--- src/pkg/acs_pkg.sv ---
// Constants and carrier types for the converter control sequencer
`default_nettype none
package acs_pkg;
  // Register map and control field positions
  localparam logic [7:0] ACS_CTRL_OFS = 8'h00;
  localparam int ACS_BIT_ENABLE = 0;
  localparam int ACS_BIT_ONESHOT = 1;
  localparam int ACS_BIT_RUN = 2;
  localparam int ACS_BIT_PSD = 3;
  localparam int ACS_BIT_SOFTRST = 4;
  localparam int ACS_BIT_RDONE = 6;
  localparam int ACS_BIT_SDONE = 7;
  localparam logic [31:0] ACS_CTRL_RESET = 32'h0000_0000;
  // Channel count and sample width
  localparam int ACS_NCH = 8;
  localparam int ACS_DW = 10;
  localparam int ACS_CW = 3;
  // Delay step timing, 40 us per step at a 250 MHz clock
  localparam int ACS_CLK_MHZ = 250;
  localparam int ACS_STEP_US = 40;
  localparam int ACS_STEP_CYC = ACS_STEP_US * ACS_CLK_MHZ;
  localparam int ACS_DLY_W = 16;

  // Request toward the analog core and its multiplexer
  typedef struct packed {
    logic power_en;
    logic reset;
    logic start;
    logic [ACS_CW-1:0] channel;
  } acs_core_req_t;

  // Answer from the analog core
  typedef struct packed {
    logic done;
    logic [ACS_DW-1:0] data;
  } acs_core_rsp_t;

  // Conversion engine states
  typedef enum logic [1:0] {
    ACS_ST_IDLE,
    ACS_ST_SCAN,
    ACS_ST_CONV
  } acs_state_t;
endpackage
`default_nettype wire

--- src/core/acs_control_sequencer.sv ---
// Control register and conversion sequencer for a multi-channel ADC
`default_nettype none
module acs_control_sequencer #(
  parameter int STEP_CYCLES = acs_pkg::ACS_STEP_CYC
) (
  input wire logic clk_i,
  input wire logic rst_i,
  input wire logic [7:0] ctrl_addr_i,
  input wire logic ctrl_wr_i,
  input wire logic [31:0] ctrl_wdata_i,
  output logic [31:0] ctrl_rdata_o,
  input wire logic [acs_pkg::ACS_NCH-1:0] oneshot_channel_mask_i,
  input wire logic [acs_pkg::ACS_NCH-1:0] periodic_channel_mask_i,
  input wire logic [acs_pkg::ACS_DLY_W-1:0] start_delay_i,
  input wire logic [acs_pkg::ACS_DLY_W-1:0] repeat_interval_i,
  input wire logic [acs_pkg::ACS_NCH-1:0] channel_done_clear_i,
  output logic [acs_pkg::ACS_NCH-1:0] channel_done_flags_o,
  input wire logic [acs_pkg::ACS_CW-1:0] reading_sel_i,
  output logic [acs_pkg::ACS_DW-1:0] reading_o,
  output logic single_done_irq_o,
  output logic repeat_done_irq_o,
  output acs_pkg::acs_core_req_t core_req_o,
  input wire acs_pkg::acs_core_rsp_t core_rsp_i
);
  import acs_pkg::*;

  // Channel index of a one-hot vector
  function automatic logic [ACS_CW-1:0] enc(input logic [ACS_NCH-1:0] oh);
    logic [ACS_CW-1:0] idx;
    idx = '0;
    for (int i = 0; i < ACS_NCH; i++) begin
      if (oh[i]) idx = ACS_CW'(i);
    end
    return idx;
  endfunction

  ////////////////////////////////////////////////////////////////////////////
  // State
  logic enable_reg, run_reg, psd_reg, soft_reg;
  logic single_pend_reg, rpt_pend_reg, sdone_reg, rdone_reg;
  logic arm_prev_reg, cyc_rpt_reg;
  logic [ACS_NCH-1:0] rem_reg, low_reg, flags_reg;
  logic [31:0] rdata_reg;
  logic [ACS_DW-1:0] reading_reg;
  logic [ACS_DW-1:0] reading_mem [ACS_NCH];
  acs_state_t state_reg, state_next;
  acs_core_req_t core_reg, core_next;
  logic tmr_expire;

  ////////////////////////////////////////////////////////////////////////////
  // Register write decode
  wire wr_ctrl = ctrl_wr_i && (ctrl_addr_i == ACS_CTRL_OFS);
  wire enable_next = wr_ctrl ? ctrl_wdata_i[ACS_BIT_ENABLE] : enable_reg;
  wire run_next = wr_ctrl ? ctrl_wdata_i[ACS_BIT_RUN] : run_reg;
  wire psd_next = wr_ctrl ? ctrl_wdata_i[ACS_BIT_PSD] : psd_reg;
  wire soft_next = wr_ctrl ? ctrl_wdata_i[ACS_BIT_SOFTRST] : soft_reg;
  wire clr_sdone = wr_ctrl && ctrl_wdata_i[ACS_BIT_SDONE];
  wire clr_rdone = wr_ctrl && ctrl_wdata_i[ACS_BIT_RDONE];
  wire enable_rise = enable_next && !enable_reg;
  // Trigger is judged against the values being written, so enable and
  // trigger may arrive in the same write
  wire go_new = enable_next && !soft_next;
  wire go_now = enable_reg && !soft_reg;
  wire single_req = wr_ctrl && ctrl_wdata_i[ACS_BIT_ONESHOT] && go_new;

  // Engine events
  wire idle = (state_reg == ACS_ST_IDLE);
  wire scan = (state_reg == ACS_ST_SCAN);
  wire conv = (state_reg == ACS_ST_CONV);
  wire [ACS_NCH-1:0] low_pick = rem_reg & (~rem_reg + 8'h01);
  wire start_single = idle && go_now && single_pend_reg;
  wire start_repeat = idle && go_now && !single_pend_reg
                      && rpt_pend_reg;
  wire start_any = start_single || start_repeat;
  wire finish = scan && (rem_reg == '0);
  wire set_sdone = finish && !cyc_rpt_reg;
  wire set_rdone = finish && cyc_rpt_reg;
  wire conv_done = conv && core_rsp_i.done;

  // Periodic scheduler arming
  wire arm_ok = run_reg && go_now;
  wire arm_rise = arm_ok && !arm_prev_reg;
  wire tmr_load = arm_rise || (set_rdone && arm_ok);
  wire [ACS_DLY_W-1:0] tmr_val = arm_rise ? start_delay_i : repeat_interval_i;

  // Pending flags and sticky done flags; on the done flags hardware set beats software clear
  wire single_pend_next = !go_new ? 1'b0 : single_req ? 1'b1 :
                          start_single ? 1'b0 : single_pend_reg;
  wire rpt_pend_next = !arm_ok ? 1'b0 : tmr_expire ? 1'b1 :
                       start_repeat ? 1'b0 : rpt_pend_reg;
  wire sdone_next = set_sdone ? 1'b1 :
                    (start_single || clr_sdone) ? 1'b0 : sdone_reg;
  wire rdone_next = set_rdone ? 1'b1 :
                    (start_repeat || clr_rdone) ? 1'b0 : rdone_reg;

  // Read view; reserved bits stay zero
  wire [31:0] ctrl_view = {24'h00_0000, sdone_next, rdone_next, 1'b0,
                           soft_next, psd_next, run_next, single_pend_next,
                           enable_next};

  ////////////////////////////////////////////////////////////////////////////
  // Step timer for start delay and repeat interval
  acs_step_timer #(
    .STEP_CYCLES(STEP_CYCLES)
  ) u_timer (
    .clk_i(clk_i),
    .rst_i(rst_i),
    .clear_i(!arm_ok),
    .load_i(tmr_load),
    .load_val_i(tmr_val),
    .expire_o(tmr_expire)
  );

  ////////////////////////////////////////////////////////////////////////////
  // Engine next state; a disable lets the current cycle run out
  always_comb begin
    state_next = state_reg;
    case (state_reg)
      ACS_ST_IDLE: begin
        if (start_any) state_next = ACS_ST_SCAN;
      end
      ACS_ST_SCAN: begin
        state_next = finish ? ACS_ST_IDLE : ACS_ST_CONV;
      end
      ACS_ST_CONV: begin
        if (core_rsp_i.done) state_next = ACS_ST_SCAN;
      end
      default: state_next = ACS_ST_IDLE;
    endcase
    if (soft_reg) state_next = ACS_ST_IDLE;
  end

  // Core request; power held only while busy unless saver is off
  always_comb begin
    core_next = core_reg;
    core_next.reset = soft_next || enable_rise;
    core_next.start = scan && !finish && !soft_reg;
    core_next.channel = (scan && !finish) ? enc(low_pick) : core_reg.channel;
    core_next.power_en = (state_next != ACS_ST_IDLE)
                         || (enable_next && psd_next);
  end

  ////////////////////////////////////////////////////////////////////////////
  // Control bits; all clear on system reset
  always_ff @(posedge clk_i) begin
    if (rst_i) begin
      {enable_reg, run_reg, psd_reg, soft_reg} <= 4'h0;
      {single_pend_reg, rpt_pend_reg} <= 2'h0;
      {sdone_reg, rdone_reg, arm_prev_reg} <= 3'h0;
      rdata_reg <= ACS_CTRL_RESET;
    end else begin
      {enable_reg, run_reg, psd_reg, soft_reg} <=
        {enable_next, run_next, psd_next, soft_next};
      {single_pend_reg, rpt_pend_reg} <= {single_pend_next, rpt_pend_next};
      {sdone_reg, rdone_reg, arm_prev_reg} <= {sdone_next, rdone_next, arm_ok};
      rdata_reg <= (ctrl_addr_i == ACS_CTRL_OFS) ? ctrl_view : 32'h0000_0000;
    end
  end

  // Engine registers; soft reset clears the engine, not the registers
  always_ff @(posedge clk_i) begin
    if (rst_i) begin
      state_reg <= ACS_ST_IDLE;
      core_reg <= '0;
      {cyc_rpt_reg, rem_reg, low_reg} <= '0;
    end else begin
      state_reg <= state_next;
      core_reg <= core_next;
      if (start_any) begin
        cyc_rpt_reg <= start_repeat;
        rem_reg <= start_repeat ? periodic_channel_mask_i
                                : oneshot_channel_mask_i;
      end else if (scan && !finish) begin
        low_reg <= low_pick;
      end else if (conv_done) begin
        rem_reg <= rem_reg & ~low_reg;
      end
    end
  end

  // Sample store; the reading array needs no reset
  always_ff @(posedge clk_i) begin
    if (conv_done) reading_mem[core_reg.channel] <= core_rsp_i.data;
  end

  always_ff @(posedge clk_i) begin
    reading_reg <= rst_i ? '0 : reading_mem[reading_sel_i];
  end

  // Per-channel complete flags, set wins over write-one clear
  for (genvar g = 0; g < ACS_NCH; g++) begin : g_flag
    always_ff @(posedge clk_i) begin
      if (rst_i) begin
        flags_reg[g] <= 1'b0;
      end else if (conv_done && low_reg[g]) begin
        flags_reg[g] <= 1'b1;
      end else if (channel_done_clear_i[g]) begin
        flags_reg[g] <= 1'b0;
      end
    end
  end

  // Outputs
  assign ctrl_rdata_o = rdata_reg;
  assign channel_done_flags_o = flags_reg;
  assign reading_o = reading_reg;
  assign single_done_irq_o = sdone_reg;
  assign repeat_done_irq_o = rdone_reg;
  assign core_req_o = core_reg;
endmodule
`default_nettype wire

--- src/core/acs_step_timer.sv ---
// Delay timer counting in 40 us steps for the periodic scheduler
`default_nettype none
module acs_step_timer #(
  parameter int STEP_CYCLES = acs_pkg::ACS_STEP_CYC
) (
  input wire logic clk_i,
  input wire logic rst_i,
  input wire logic clear_i,
  input wire logic load_i,
  input wire logic [acs_pkg::ACS_DLY_W-1:0] load_val_i,
  output logic expire_o
);
  import acs_pkg::*;

  localparam logic [15:0] PRE_LAST = 16'(STEP_CYCLES - 1);

  logic [15:0] pre_reg;
  logic [ACS_DLY_W-1:0] cnt_reg;
  logic busy_reg;
  logic fire_reg;
  wire tick = busy_reg && (pre_reg == PRE_LAST);
  wire last_step = tick && (cnt_reg == 16'h0001);
  wire zero_load = load_i && (load_val_i == 16'h0000);

  ////////////////////////////////////////////////////////////////////////////
  // Prescaler restarts on load so the first step is a full 40 us
  always_ff @(posedge clk_i) begin
    if (rst_i || clear_i || load_i || !busy_reg || tick) begin
      pre_reg <= 16'h0000;
    end else begin
      pre_reg <= pre_reg + 16'h0001;
    end
  end

  // Step counter; a zero load expires at once
  always_ff @(posedge clk_i) begin
    if (rst_i || clear_i) begin
      busy_reg <= 1'b0;
      cnt_reg <= '0;
      fire_reg <= 1'b0;
    end else begin
      busy_reg <= load_i ? !zero_load : (busy_reg && !last_step);
      cnt_reg <= load_i ? load_val_i : (tick ? cnt_reg - 16'h0001 : cnt_reg);
      fire_reg <= zero_load || (!load_i && last_step);
    end
  end

  assign expire_o = fire_reg;
endmodule
`default_nettype wire

--- config.mk ---
export PLATFORM = sky130hd
export DESIGN_NAME = acs_control_sequencer
export DESIGN_NICKNAME = d
export VERILOG_FILES = /design/src/pkg/acs_pkg.sv /design/src/core/acs_control_sequencer.sv /design/src/core/acs_step_timer.sv
export SDC_FILE = /design/constraint.sdc
export NUM_CORES = 1
export LEC_CHECK = 0
export ABC_AREA = 1
export BUFFER_PORTS_ARGS = -buffer_cell sky130_fd_sc_hd__buf_2
export CORE_AREA = 2 2 231 142
export CTS_CLUSTER_SIZE = 28
export DETAILED_ROUTE_END_ITERATION = 6
export DIE_AREA = 0 0 233 144
export GPL_TIMING_DRIVEN = 0
export SETUP_SLACK_MARGIN = 0.2
export SLEW_MARGIN = 20
export SYNTH_ARGS = -nofsm -noshare
export SYNTH_HDL_FRONTEND = slang
export SYNTH_SLANG_ARGS = --single-unit
--- constraint.sdc ---
create_clock -name clk_i -period 3.9 [get_ports clk_i]
set_input_delay 0.195 -clock clk_i [delete_from_list [all_inputs] [get_ports clk_i]]
set_output_delay 0.195 -clock clk_i [all_outputs]
set_load 0.05 [all_outputs]
* Word-level counts from Yosys, hierarchy flattened
Memories as Yosys holds them, arrays and structs flattened. A register that Yosys moved wholly into a read port is not among the register bits.
Cells that the tools add are included.
** Operators by class
- Add/subtract/negate cells :: 3
- Equal/unequal tests :: 5
- Mux-type cells :: 51
- Bitwise operators :: 7
- Reduce and logical (&&, ||, !) cells :: 78
** Operators with widths (number)
- 16-bit two-way mux :: 3
- 1-bit logical AND :: 35
- 1-bit two-way mux :: 33
- 8-bit two-way mux :: 4
- 2-bit nonzero test :: 12
- 3-bit two-way mux :: 6
- 16-bit by 1-bit adder with 16-bit output (second input constant) :: 1
- 8-bit bitwise AND :: 2
- 16-bit by 1-bit equality test with 1-bit output (second input constant) :: 1
- 16-bit by 14-bit equality test with 1-bit output (second input constant) :: 1
- 16-bit zero test :: 1
- 8-bit zero test :: 2
- 8-bit inverter :: 2
- 16-bit by 1-bit subtractor with 16-bit output (second input constant) :: 1
- 1-bit zero test :: 12
- 1-bit logical OR :: 11
- 8-bit by 1-bit adder with 8-bit output (second input constant) :: 1
- 2-bit two-way mux :: 4
- 2-bit case mux with 3 select lines :: 1
- 2-bit AND reduction :: 2
- 2-bit OR reduction :: 2
- 1-bit inverter :: 3
- 2-bit by 1-bit equality test with 1-bit output (second input constant) :: 1
- 2-bit equality test (second input constant) :: 1
- 2 further kinds :: 2
** Word-level totals
- Bits in registers :: 108
- RAM bits :: 80
- Input port bits :: 113
- Word-level logic and storage cells :: 176
- Memories :: 1
** Memories
- reading_mem :: depth 8, width 10, rd ports 1, clocked after memory_dff 1, write ports 1, RTL line acs_control_sequencer.sv:45 : logic [ACS_DW-1:0] reading_mem [ACS_NCH];

* Longest topological paths before layout
Gate-level depths: netlist of the first run.
- Word-level depth :: 11
- Depth in mapped cells :: 12

* Cells and area by module
A second synthesis of the first run with hierarchy kept.
** Second synthesis, totals
- Cells, all modules :: 983
- Area total of the unflattened synthesis :: 8111.5 um^2
** Modules (own cells, without submodules)
- acs_control_sequencer :: times used 1, cells an instance 629, area each 5930.7 um^2, seq. area each 3583.4 um^2
- acs_step_timer :: times used 1, cells an instance 354, area each 2180.8 um^2, seq. area each 680.7 um^2

* Worst setup path after synthesis of the first run
OpenSTA, ideal clock, no wires.
- Path kind :: reg2reg
- From :: register state_reg[0]
- To :: memory reading_mem[7][0] (enable)
- Library setup time :: 0.376 ns
- Arrival time :: 1.347 ns
- Required time :: 3.524 ns
- Slack :: 2.177 ns
- Stages on the path, launching flop included :: 6
- Buffers on the path :: 0
- Clock period less this slack :: 1.723 ns
- Cells stage by stage :: dfxtp_1 > inv_1 > nand3_1 > inv_1 > nand2_1 > nor2_1
** On the way
- Word-level cells in the longest chain between the ends :: 4
** RTL lines
- start, declared :: RTL line acs_control_sequencer.sv:46 : acs_state_t state_reg, state_next;
- start signal, assigned :: RTL line acs_control_sequencer.sv:167 : state_reg <= state_next;
- 2-bit equality test :: RTL line acs_control_sequencer.sv:69 : wire conv = (state_reg == ACS_ST_CONV);
- 1-bit logical AND :: RTL line acs_control_sequencer.sv:78 : wire conv_done = conv && core_rsp_i.done;
- 1-bit two-way mux :: RTL line acs_control_sequencer.sv:183 : if (conv_done) reading_mem[core_reg.channel] <= core_rsp_i.data;
- 1-bit two-way mux (not written as such) :: RTL line acs_control_sequencer.sv:183
- end, declared :: RTL line acs_control_sequencer.sv:45
Every way passes these cells.

* Worst setup path after layout of the first run
- From :: register state_reg[1]
- To :: memory reading_mem[3][5] (enable)
The elaborated chain is that of the path after synthesis.

==> results.json, run 1 <==
{
  "io_buffers": 119,
  "crit_chain": "nand3_1, inv_1, nand2_1, nor2_1",
  "hpwl_um": 15100,
  "cts_sinks": 173,
  "p_leak_nw": 3.96,
  "tns_ns": 0,
  "drive_gt1_share_pct": 20.7,
  "start_kind": "flop",
  "start_util_pct": 24.5,
  "antenna_found_initial": 0,
  "path_class": "reg -> reg",
  "clk_pin_slew_ns": 0.07,
  "cts-resized-gates": 0,
  "hold_viol": 0,
  "postCtsHoldBufs": 12,
  "synth_xor_area_share_pct": 2.03,
  "p_clk_share_pct": 45.8,
  "required_ns": 3.96,
  "core_area_sq_um": 31700,
  "finalPower_mw": 4.01,
  "fill_cells": 3337,
  "min_path_type": "in -> reg",
  "min_period_ns": 2.41,
  "dieArea_sq_um": 33600,
  "maxSlewHeadroom_pct": 30.0,
  "grt_pass1_vias": 6095,
  "io_pins": 171,
  "postCtsSetupBuffers": 0,
  "root_buffer": "clkbuf_16",
  "whs_ns": 0.0270,
  "sw_frac_of_total_pct": 24.7,
  "intPower_mw": 3.02,
  "yosys.area_share.simple_pct": 24.0,
  "critPathCaptureType": "flop",
  "rsz0062_at_grt": "false",
  "finalMaxSlewViolations": 0,
  "area_growth_pct": 25.3,
  "place_congestion": 0.843,
  "min_period_over_period_pct": 61.8,
  "p_comb_share_pct": 6.7,
  "cts_tree": "built",
  "status": "finished clean",
  "yosys_register_bits": 173,
  "first_pass_iters": 5,
  "cp.arrival_ns": 2.48,
  "cts_made_buffers": 17,
  "ant_nets": 0,
  "nets": 1178,
  "synth-warning-count": 0,
  "critPathMaxStageDelay_ns": 0.82,
  "avgSynthCellArea_sq_um": 8.75,
  "vias": 6466,
  "synthTopCellsByArea": "edfxtp_1 (31%), dfxtp_1 (24%), nand2_1 (7.4%)",
  "synth-edff-count": 80,
  "synthCells": 888,
  "vias_per_cell": 4.31,
  "muxShareOfSynthArea_pct": 0.129,
  "drtIter0Drc": 460,
  "slowest_stage": "nor2_1",
  "switching_power_mw": 0.989,
  "cp_max_fo": 10,
  "clkLatencyLatePin_ns": 0.45,
  "ys.flop_type": "dfxtp_1",
  "finalSetupViolCount": 0,
  "synth_compound_area_share_pct": 9.79,
  "drv_cap": 0,
  "yosysTopAreaCell": "edfxtp_1",
  "worst_slew_pin_slew_ns": 1.05,
  "fmax_mhz": 415,
  "synth_top_family_by_area": "simple AND/OR/NAND/NOR gates",
  "grt_first_pass_wirelength_um": 32500,
  "worst-path-stages": 4,
  "grtUsageTotal_pct": 12.7,
  "finalClockSkew_ns": 0.00918,
  "rrSetupSlack_ns": 1.49,
  "cellPowerDensity_nw_per_um2": 412,
  "syn_area_sq_um": 7770,
  "antennaDiodeCount": 0,
  "synth_cell_types": 45,
  "synthArstFlopShare_pct": 0,
  "cp_num_buf_inv": 1,
  "grt_max_degree": 18,
  "rows": 51,
  "wl_um": 20600,
  "grt_overflow_total": 0,
  "yosysTopAreaCellShare_pct": 30.9,
  "power.share.sequential_pct": 47.5,
  "routedWlPerCell_um": 13.8,
  "peakVddDrop_v": 0.000298,
  "synth-adder-area-share_pct": 0.483,
  "largest_register_ffs": 80,
  "r2r_cells": 4,
  "ctsLongestPathBuffers": 2,
  "cp_top_family": "simple AND/OR/NAND/NOR gates",
  "cts_max_level": 4,
  "yosysSeqAreaShare_pct": 54.9,
  "die_w_um": 233,
  "holdPathStages": 3,
  "drc": 0,
  "die_y_um": 144
}
## final cells by class
class                      count  area, sq um  area share, %
inverter                      84          315           3.24
tap                          424          531           5.45
buffer                        57          354           3.64
timing repair buffer         131          716           7.35
clock inverter                15          201           2.07
clock buffer                  17          425           4.37
multi-input combinational    598         2930           30.1
sequential                   173         4260           43.8
## cells in the final DEF (no fill, tap or decap), types with 4 or more instances in the layout
cell / Yosys / layout
inv_6: 0 / 4
a31oi_1: 20 / 20
nor2_4: 7 / 7
nand3_1: 40 / 40
buf_2: 4 / 123
buf_4: 30 / 30
inv_1: 77 / 77
edfxtp_1: 80 / 80
inv_2: 5 / 5
o22ai_1: 10 / 10
clkbuf_16: 0 / 17
nor2_1: 149 / 147
a21oi_1: 24 / 24
clkbuf_1: 20 / 20
dlygate4sd3_1: 0 / 12
nor2_2: 3 / 5
nand4_1: 30 / 30
conb_1: 1 / 25
dfxtp_1: 93 / 93
nand2_1: 154 / 154
xor2_1: 16 / 16
o21ai_0: 68 / 68
nor3_1: 12 / 12
nand2_2: 4 / 4
## per-layer routing
metal / up-vias / track usage (%) / part of all wire [%]
met4: 0 / 3.59 / 1.3
li1: 3277 / - / -
met2: 166 / 19.3 / 43
met1: 3006 / 17.7 / 51
met5: - / 0 / 0
met3: 17 / 3.43 / 5.2
## cell usage after synthesis (2+ instances only)
| master | count |
|---|---|
| nand4_1 | 30 |
| buf_6 | 3 |
| nor2_4 | 7 |
| o21ai_0 | 68 |
| clkbuf_1 | 20 |
| nor3_1 | 12 |
| a221oi_1 | 2 |
| nand3b_1 | 2 |
| inv_1 | 77 |
| or2_2 | 3 |
| nand3_1 | 40 |
| nor2_1 | 149 |
| nor2_2 | 3 |
| a21oi_1 | 24 |
| nor3b_1 | 3 |
| buf_4 | 30 |
| xnor2_1 | 2 |
| o21ai_1 | 3 |
| inv_2 | 5 |
| buf_2 | 4 |
| ha_1 | 3 |
| nand2_4 | 2 |
| o22ai_1 | 10 |
| a211oi_1 | 3 |
| nand2_2 | 4 |
| a31oi_1 | 20 |
| clkinv_1 | 2 |
| nand2_1 | 154 |
| xor2_1 | 16 |
| edfxtp_1 | 80 |
| dfxtp_1 | 93 |
## power groups by stage
stage          clock network (mW)  logic, mW  registers, mW
4_1_cts                      1.88      0.271           1.90
6_report                     1.84      0.271           1.90
5_1_grt                      1.94      0.295           1.90
2_1_floorplan                   0      0.137           1.97
3_5_place_dp                    0      0.260           1.95
3_3_place_gp                    0      0.258           1.95
## stage by stage
stage	cell area, sq um	cells	utilization [%]	setup slack [ns]
2_1_floorplan	7860	912	-	2.18
3_3_place_gp	8980	1455	28.3	1.44
3_5_place_dp	8980	1455	28.3	1.34
4_1_cts	9730	1499	30.7	1.35
5_1_grt	9740	1499	30.7	1.29
6_report	9740	1499	30.7	1.49
## worst min-delay path: cells and delay by family
family,cells,cell delay (ns)
buffers and inverters,1,0.10
and+or+nand+nor,1,0.05
AOI/OAI and AO/OA,1,0.07
## logic make-up after synthesis
family / count (synthesis)
compound gates: 136
xor+xnor: 18
fa+ha+maj: 3
buf+inv: 141
flops: 173
mux: 1
other cells: 1
simple gates: 415
## worst paths after layout
check	from	end
hold reg to reg	u_timer.expire_o	rpt_pend_reg
setup reg to reg	state_reg[1]	reading_mem[3][5]
hold / removal	oneshot_channel_mask_i[3]	rem_reg[3]
setup / recovery	state_reg[1]	reading_mem[3][5]
Note: power is estimated with default switching activity, not from simulation.
==> inputs of run 2 (changes only) <==
--- a/config.mk
+++ b/config.mk
@@ -5,12 +5,12 @@
 export SDC_FILE = /design/constraint.sdc
 export NUM_CORES = 1
 export LEC_CHECK = 0
-export ABC_AREA = 1
+export ABC_AREA = 0
 export BUFFER_PORTS_ARGS = -buffer_cell sky130_fd_sc_hd__buf_2
-export CORE_AREA = 2 2 231 142
+export CORE_AREA = 2 2 224 138
 export CTS_CLUSTER_SIZE = 28
 export DETAILED_ROUTE_END_ITERATION = 6
-export DIE_AREA = 0 0 233 144
+export DIE_AREA = 0 0 226 140
 export GPL_TIMING_DRIVEN = 0
 export SETUP_SLACK_MARGIN = 0.2
 export SLEW_MARGIN = 20
==> constraint.sdc (replaced) <==
create_clock -name clk_i -period 2.4 [get_ports clk_i]
set_input_delay 0.12 -clock clk_i [delete_from_list [all_inputs] [get_ports clk_i]]
set_output_delay 0.12 -clock clk_i [all_outputs]
set_load 0.05 [all_outputs]
==> run 2 against run 1 <==
Against the previous run: the run now ends with negative hold slack left; register-to-register slack got worse by 1.3 ns; global-route usage rose by 0.20 points; via count fell by 17%; synthesized cell count fell by 31%; clock power rose by 40%; combinational power rose by 54%; area after synthesis fell by 5.9%; largest power group unchanged; highest routed layer unchanged.
==> results.json, run 2 <==
{
  "start_util_pct": 24.8,
  "min_path_type": "in -> reg",
  "critPathCaptureType": "flop",
  "status": "finished with violations",
  "cp_max_fo": 8,
  "ys.flop_type": "dfxtp_1",
  "clk_pin_slew_ns": 0.07,
  "p_leak_nw": 3.41,
  "finalWorstSetupSlack_ns": 0.233,
  "ctsLongestPathBuffers": 2,
  "peakVddDrop_v": 0.000326,
  "rrSetupSlack_ns": 0.23,
  "grtUsageTotal_pct": 12.9,
  "min_period_over_period_pct": 90.3,
  "required_ns": 2.72,
  "rsz0062_at_grt": "true",
  "drc": 0,
  "yosysTopAreaCell": "edfxtp_1",
  "drv_cap": 0,
  "cp.arrival_ns": 2.49,
  "final_cell_mix": "buf_2 (122), dfxtp_1 (93), edfxtp_1 (80)",
  "min_from": "oneshot_channel_mask_i[6]",
  "fmax_mhz": 461,
  "yosysTopAreaCellShare_pct": 32.9,
  "grt_max_degree": 17,
  "layout_commonest_cell": "buf_2",
  "finalSetupViolCount": 0,
  "avgSynthCellArea_sq_um": 11.9,
  "crit_chain": "ha_1, and3_1, clkbuf_2, nand3_2, or4_1, and3_1, o21a_1",
  "synth_compound_area_share_pct": 6.87,
  "slowest_stage": "or4_1",
  "regToRegEndpoint": "u_timer.busy_reg",
  "synth-edff-count": 80,
  "maxSlewHeadroom_pct": 37.8,
  "area_growth_pct": 29.8,
  "syn_area_sq_um": 7310,
  "r2r_cells": 7,
  "core_area_sq_um": 29500,
  "synth_top_family_by_area": "simple AND/OR/NAND/NOR gates",
  "wl_um": 20100,
  "whs_ns": -0.00449,
  "synthTopCellsByArea": "edfxtp_1 (33%), dfxtp_1 (25%), mux4_2 (6.2%)",
  "die_y_um": 140,
  "muxShareOfSynthArea_pct": 10.4,
  "root_buffer": "clkbuf_16",
  "synth_cell_types": 57,
  "drtIter0Drc": 443,
  "fill_cells": 2956,
  "holdPathStages": 3,
  "cellPowerDensity_nw_per_um2": 641,
  "cts_sinks": 173,
  "drive_gt1_share_pct": 30.5,
  "clkLatencyLatePin_ns": 0.43,
  "rows": 49,
  "io_pins": 171,
  "antenna_found_initial": 1,
  "synth-warning-count": 0,
  "cp_common_cell": "and3_1",
  "io_buffers": 116,
  "synthArstFlopShare_pct": 0,
  "yosys.area_share.simple_pct": 16.0,
  "grt_overflow_total": 0,
  "cts_max_level": 4,
  "yosys_register_bits": 173,
  "worst_slew_pin_slew_ns": 0.933,
  "vias": 5399,
  "critPathMaxStageDelay_ns": 0.58,
  "hold_viol": 3,
  "dieArea_sq_um": 31600,
  "vias_per_cell": 4.39,
  "grt_first_pass_wirelength_um": 30400,
  "grt_pass1_vias": 5242,
  "first_pass_iters": 6,
  "finalPower_mw": 6.08,
  "synth-adder-area-share_pct": 0.514,
  "routedWlPerCell_um": 16.3,
  "r2r-start": "u_timer.pre_reg[0]",
  "min_to": "rem_reg[6]",
  "synth_xor_area_share_pct": 3.24,
  "dp_slack_ns": -0.180,
  "ant_nets": 0,
  "finalClockSkew_ns": 0.0119,
  "cts_tree": "built",
  "min_period_ns": 2.17,
  "die_w_um": 226,
  "yosysSeqAreaShare_pct": 58.3,
  "place_congestion": 0.800,
  "synthCells": 614,
  "yosysMostFrequentCell": "dfxtp_1",
  "failed_checks": "negative hold slack",
  "hpwl_um": 15000,
  "finalMaxSlewViolations": 0,
  "start_kind": "flop",
  "nets": 924,
  "cts_made_buffers": 17,
  "largest_register_ffs": 80,
  "synth_common_cells": "dfxtp_1 (93), edfxtp_1 (80), nor2_1 (50)",
  "path_class": "reg -> reg"
}
==> run 2: changes by cell type in the layout (fill, tap and decap cells not counted), sizes merged, moves of 20 or more <==
cell   before  now
o21ai      72   14
nand3      42   19
nand4      32   11
nor4        1   25
nand2     160   32
nor2      159   51
mux4        0   20
inv        89   14
==> run 2: worst max path at each step <==
stage                            start                 to  slack (ns)  cells after the start
floorplan                 state_reg[1]  reading_mem[5][0]        0.20                      4
global placement          state_reg[1]  reading_mem[5][0]       -0.74                      4
detailed placement        state_reg[1]  reading_mem[7][2]       -0.18                      4
CTS                           soft_reg    ctrl_rdata_o[6]        0.20                      6
global route        u_timer.pre_reg[8]   u_timer.expire_o        0.09                      5
finish              u_timer.pre_reg[0]   u_timer.busy_reg        0.23                      7
==> run 2: where the power goes <==
part | leakage, nW | switching (mW) | total, mW | internal [mW]
clock network | 0.261 | 1.23 | 2.57 | 1.34
logic | 1.68 | 0.252 | 0.416 | 0.165
registers | 1.47 | 0.00322 | 3.09 | 3.09
total | 3.41 | 1.49 | 6.08 | 4.60
==> run 2: layer usage <==
| metal | routed length (um) | vias to the layer above | global-route usage, % |
|---|---|---|---|
| li1 | - | 2629 | - |
| met4 | 284 | 0 | 3.94 |
| met2 | 8660 | 163 | 19.5 |
| met3 | 982 | 23 | 2.29 |
| met5 | 0 | - | 0 |
| met1 | 10100 | 2584 | 18.7 |
==> run 2: cells by family (layout without fill, tap and decap cells) <==
group / Yosys count / in the layout
AO/OA/AOI/OAI: 85 / 85
XOR/XNOR: 27 / 27
adder cells (fa/ha/maj): 3 / 3
buffers and inverters: 62 / 245
flip-flops: 173 / 173
multiplexers: 49 / 49
other: 1 / 26
AND/OR/NAND/NOR: 214 / 214
==> run 2: cell type report <==
| type | count | area (sq um) | area share [%] |
|---|---|---|---|
| clock inverters | 14 | 113 | 1.19 |
| plain buffers | 51 | 300 | 3.16 |
| inverters | 11 | 41.3 | 0.435 |
| multi-input cells | 403 | 2910 | 30.7 |
| well taps | 408 | 510 | 5.38 |
| diodes | 1 | 2.50 | 0.0264 |
| clock buffers | 18 | 429 | 4.52 |
| repair buffers | 151 | 920 | 9.69 |
| flip-flops and latches | 173 | 4260 | 44.9 |
==> run 2: timing repair <==
| item | 4_1_cts | 5_1_grt |
|---|---|---|
| setup buffers | 3 | 2 |
| cloned | 0 | 0 |
| gates resized for setup | 10 | 7 |
| hold buffers | 24 | 0 |
| hold endpoints to repair | 93 | 0 |
| setup endpoints to repair | 68 | 48 |
| pin swaps | 2 | 0 |
==> run 2: per-stage QoR <==
step | cell area, sq um | instances | setup TNS (ns) | util, %
global placement | 8500 | 1162 | -31.35 | 28.8
global route | 9490 | 1230 | 0 | 32.2
floorplan | 7400 | 638 | 0 | -
CTS | 9440 | 1227 | 0 | 32.0
finish | 9490 | 1230 | 0 | 32.2
detailed placement | 8600 | 1168 | -2.34 | 29.2
==> run 2: worst max-delay path: cells and delay by family (launching register included) <==
family	cells	cell delay [ns]
AOI/OAI and AO/OA	1	0.16
adders and majority gates	1	0.23
buffers and inverters	1	0.18
DFF	1	0.35
and+or+nand+nor	4	1.14
==> inputs of run 3 (changes only) <==
--- a/config.mk
+++ b/config.mk
@@ -16,4 +16,5 @@
 export SLEW_MARGIN = 20
 export SYNTH_ARGS = -nofsm -noshare
 export SYNTH_HDL_FRONTEND = slang
+export SYNTH_HIERARCHICAL = 1
 export SYNTH_SLANG_ARGS = --single-unit
==> run 3 against run 2 <==
Against the previous run: the flow finishes with violations (negative setup slack); sequential power about the same; core utilization increased by 2.4 points; hold slack better by 0.032 ns; non-clock buffer count grew 32; via count increased by 2.8%; clock skew increased by 0.0019 ns; combinational power rose by 7.7%; critical path depth grew 4; fmax down 13%; design area increased by 7.5%; critical path type unchanged; routed wire length fell by 0.17%.
==> results.json, run 3 <==
{
  "status": "finished with violations",
  "failed_checks": "negative setup slack",
  "final_util_pct": 34.6,
  "antennaDiodeCount": 0,
  "synth_xor_area_share_pct": 2.99,
  "drtIter0Drc": 481,
  "maxSlewHeadroom_pct": 43.2,
  "synth-adder-area-share_pct": 0.512,
  "whs_ns": 0.0274,
  "antenna_found_initial": 0,
  "min_from": "ctrl_wr_i",
  "grt_pass1_vias": 5501,
  "finalClockSkew_ns": 0.0138,
  "nets": 953,
  "io_pins": 171,
  "drc": 0,
  "largest_register_ffs": 80,
  "ctsLongestPathBuffers": 2,
  "regToRegEndpoint": "u_timer/busy_reg",
  "critPathCaptureType": "flop",
  "min_to": "ctrl_rdata_o[0]",
  "wl_um": 20000,
  "synth-edff-count": 80,
  "synth_cell_types": 58,
  "cts_made_buffers": 17,
  "fmax_mhz": 403,
  "grt_overflow_total": 0,
  "yosys_register_bits": 173,
  "worst_slew_pin_slew_ns": 0.852,
  "min_period_ns": 2.48,
  "finalWorstSetupSlack_ns": -0.0839,
  "yosys.area_share.simple_pct": 15.3,
  "place_congestion": 0.885,
  "fill_cells": 2861,
  "synthArstFlopShare_pct": 0,
  "drive_gt1_share_pct": 38.0,
  "clk_pin_slew_ns": 0.08,
  "cts_sinks": 173,
  "synthCells": 613,
  "cp_num_buf_inv": 2,
  "peakVddDrop_v": 0.000518,
  "root_buffer": "clkbuf_16",
  "hold_viol": 0,
  "vias_per_cell": 4.41,
  "dpl_cell_area_sq_um": 8600,
  "avgSynthCellArea_sq_um": 11.9,
  "r2r_cells": 11,
  "cts_max_level": 4,
  "first_pass_iters": 5,
  "min_period_over_period_pct": 103,
  "synth-warning-count": 6,
  "drv_cap": 0,
  "finalMaxSlewViolations": 0,
  "core_area_sq_um": 29500,
  "die_w_um": 226,
  "layout_commonest_cell": "buf_2",
  "required_ns": 2.72,
  "ant_nets": 0,
  "r2r-start": "rem_reg[0]",
  "p_leak_nw": 3.68,
  "finalSetupViolCount": 2,
  "slowest_stage": "or4_4",
  "crit_chain": "or4_4, buf_6, nor3_4, nand2_2, a21oi_2, buf_4, nor2b_4, nand4_1, nor4_2, a41oi_2, o211a_1",
  "synthTopCellsByArea": "edfxtp_1 (33%), dfxtp_1 (25%), mux4_2 (6.1%)",
  "final_cell_mix": "buf_2 (121), dfxtp_1 (89), edfxtp_1 (80)",
  "cts_tree": "built",
  "synth_top_family_by_area": "simple AND/OR/NAND/NOR gates",
  "cellPowerDensity_nw_per_um2": 625,
  "worst-path-stages": 11,
  "yosysSeqAreaShare_pct": 58.2,
  "muxShareOfSynthArea_pct": 10.9,
  "dieArea_sq_um": 31600,
  "die_y_um": 140,
  "hpwl_um": 14000,
  "io_buffers": 117,
  "cp_max_fo": 3,
  "synth_common_cells": "dfxtp_1 (93), edfxtp_1 (80), nor2_1 (62)",
  "synth_compound_area_share_pct": 7.23,
  "yosysMostFrequentCell": "dfxtp_1",
  "holdPathStages": 3,
  "grt_first_pass_wirelength_um": 31300,
  "start_kind": "flop",
  "grtUsageTotal_pct": 13.0,
  "min_path_type": "in -> reg",
  "critPathMaxStageDelay_ns": 0.53,
  "fin_area_sq_um": 10200,
  "yosysTopAreaCellShare_pct": 32.8,
  "area_growth_pct": 39.2,
  "path_class": "reg -> reg",
  "vias": 5550,
  "clkLatencyLatePin_ns": 0.43,
  "cp.arrival_ns": 2.81,
  "rrSetupSlack_ns": -0.08,
  "cp_top_family": "simple AND/OR/NAND/NOR gates",
  "syn_area_sq_um": 7320,
  "grt_max_degree": 20,
  "start_util_pct": 24.8,
  "rsz0062_at_grt": "true",
  "routedWlPerCell_um": 15.9,
  "rows": 49,
  "yosysTopAreaCell": "edfxtp_1",
  "ys.flop_type": "dfxtp_1"
}
run 3: cell count changes after synthesis, moves of 5 or more:
cell / before / now
nor4_1: 23 / 7
xnor2_1: 20 / 5
xor2_1: 7 / 20
nor2_1: 50 / 62
nand2b_1: 11 / 16
run 3: stage by stage:
stage	instances	total power [mW]	setup TNS (ns)	setup WS [ns]
floorplan	637	3.42	0	0.194
global route	1258	6.63	-1.76	-0.180
CTS	1257	6.45	-0.184	-0.0902
global placement	1162	3.54	-31.62	-0.754
detailed placement	1167	3.55	-7.49	-0.333
finish	1258	6.37	-0.0989	-0.0839
run 3: power by group:
part | switching, mW | total, mW | internal (mW) | leakage, nW
registers | 0.00246 | 3.09 | 3.09 | 1.47
logic | 0.263 | 0.448 | 0.185 | 1.91
clock network | 1.33 | 2.84 | 1.51 | 0.294
run 3: repair_timing:
item                                    in CTS  in global routing
hold endpoints to repair                   104                  0
pin swaps                                   29                  9
endpoints found under the setup margin      68                 53
gates resized for setup                     81                 35
setup buffers                               15                  1
hold buffers                                39                  0
gates cloned                                 4                  0
run 3: cells by family after synthesis:
kind of cell	count (synthesis)
buffers and inverters	63
AND/OR/NAND/NOR	206
XOR/XNOR	25
multiplexers	53
adder cells (fa/ha/maj)	3
flip-flops	173
other	1
AO/OA/AOI/OAI	89
run 3: how the worst max path moves through the flow:
stage	startpoint	to	slack (ns)
floorplan	rem_reg[0]	u_timer/busy_reg	0.19
finish	rem_reg[0]	u_timer/busy_reg	-0.08
detailed placement	rem_reg[0]	u_timer/busy_reg	-0.33
global route	rem_reg[0]	u_timer/busy_reg	-0.18
global placement	state_reg[1]	reading_mem[0][1]	-0.75
CTS	rem_reg[0]	u_timer/busy_reg	-0.09
run 3: cell type report:
cell class	count	area, sq um	share of cell area, %
clock buffers	17	425	4.17
inverters	10	42.5	0.417
clock inverters	15	193	1.89
repair buffers	181	1240	12.2
plain buffers	53	382	3.74
multi-input cells	401	3130	30.7
well taps	408	510	5.01
flip-flops and latches	173	4270	41.9
run 3: routing by layer:
metal	global-route usage (%)	part of all wire, %	up-vias
met5	0	0	-
met4	3.69	1.3	0
met3	3.08	4.6	13
met2	19.7	45	118
met1	18.4	49	2748
li1	-	-	2671
run 3: worst min-delay path: stages:
cell	delay [ns]
buf_2	0.12
mux2i_1	0.09
nor2_1	0.09
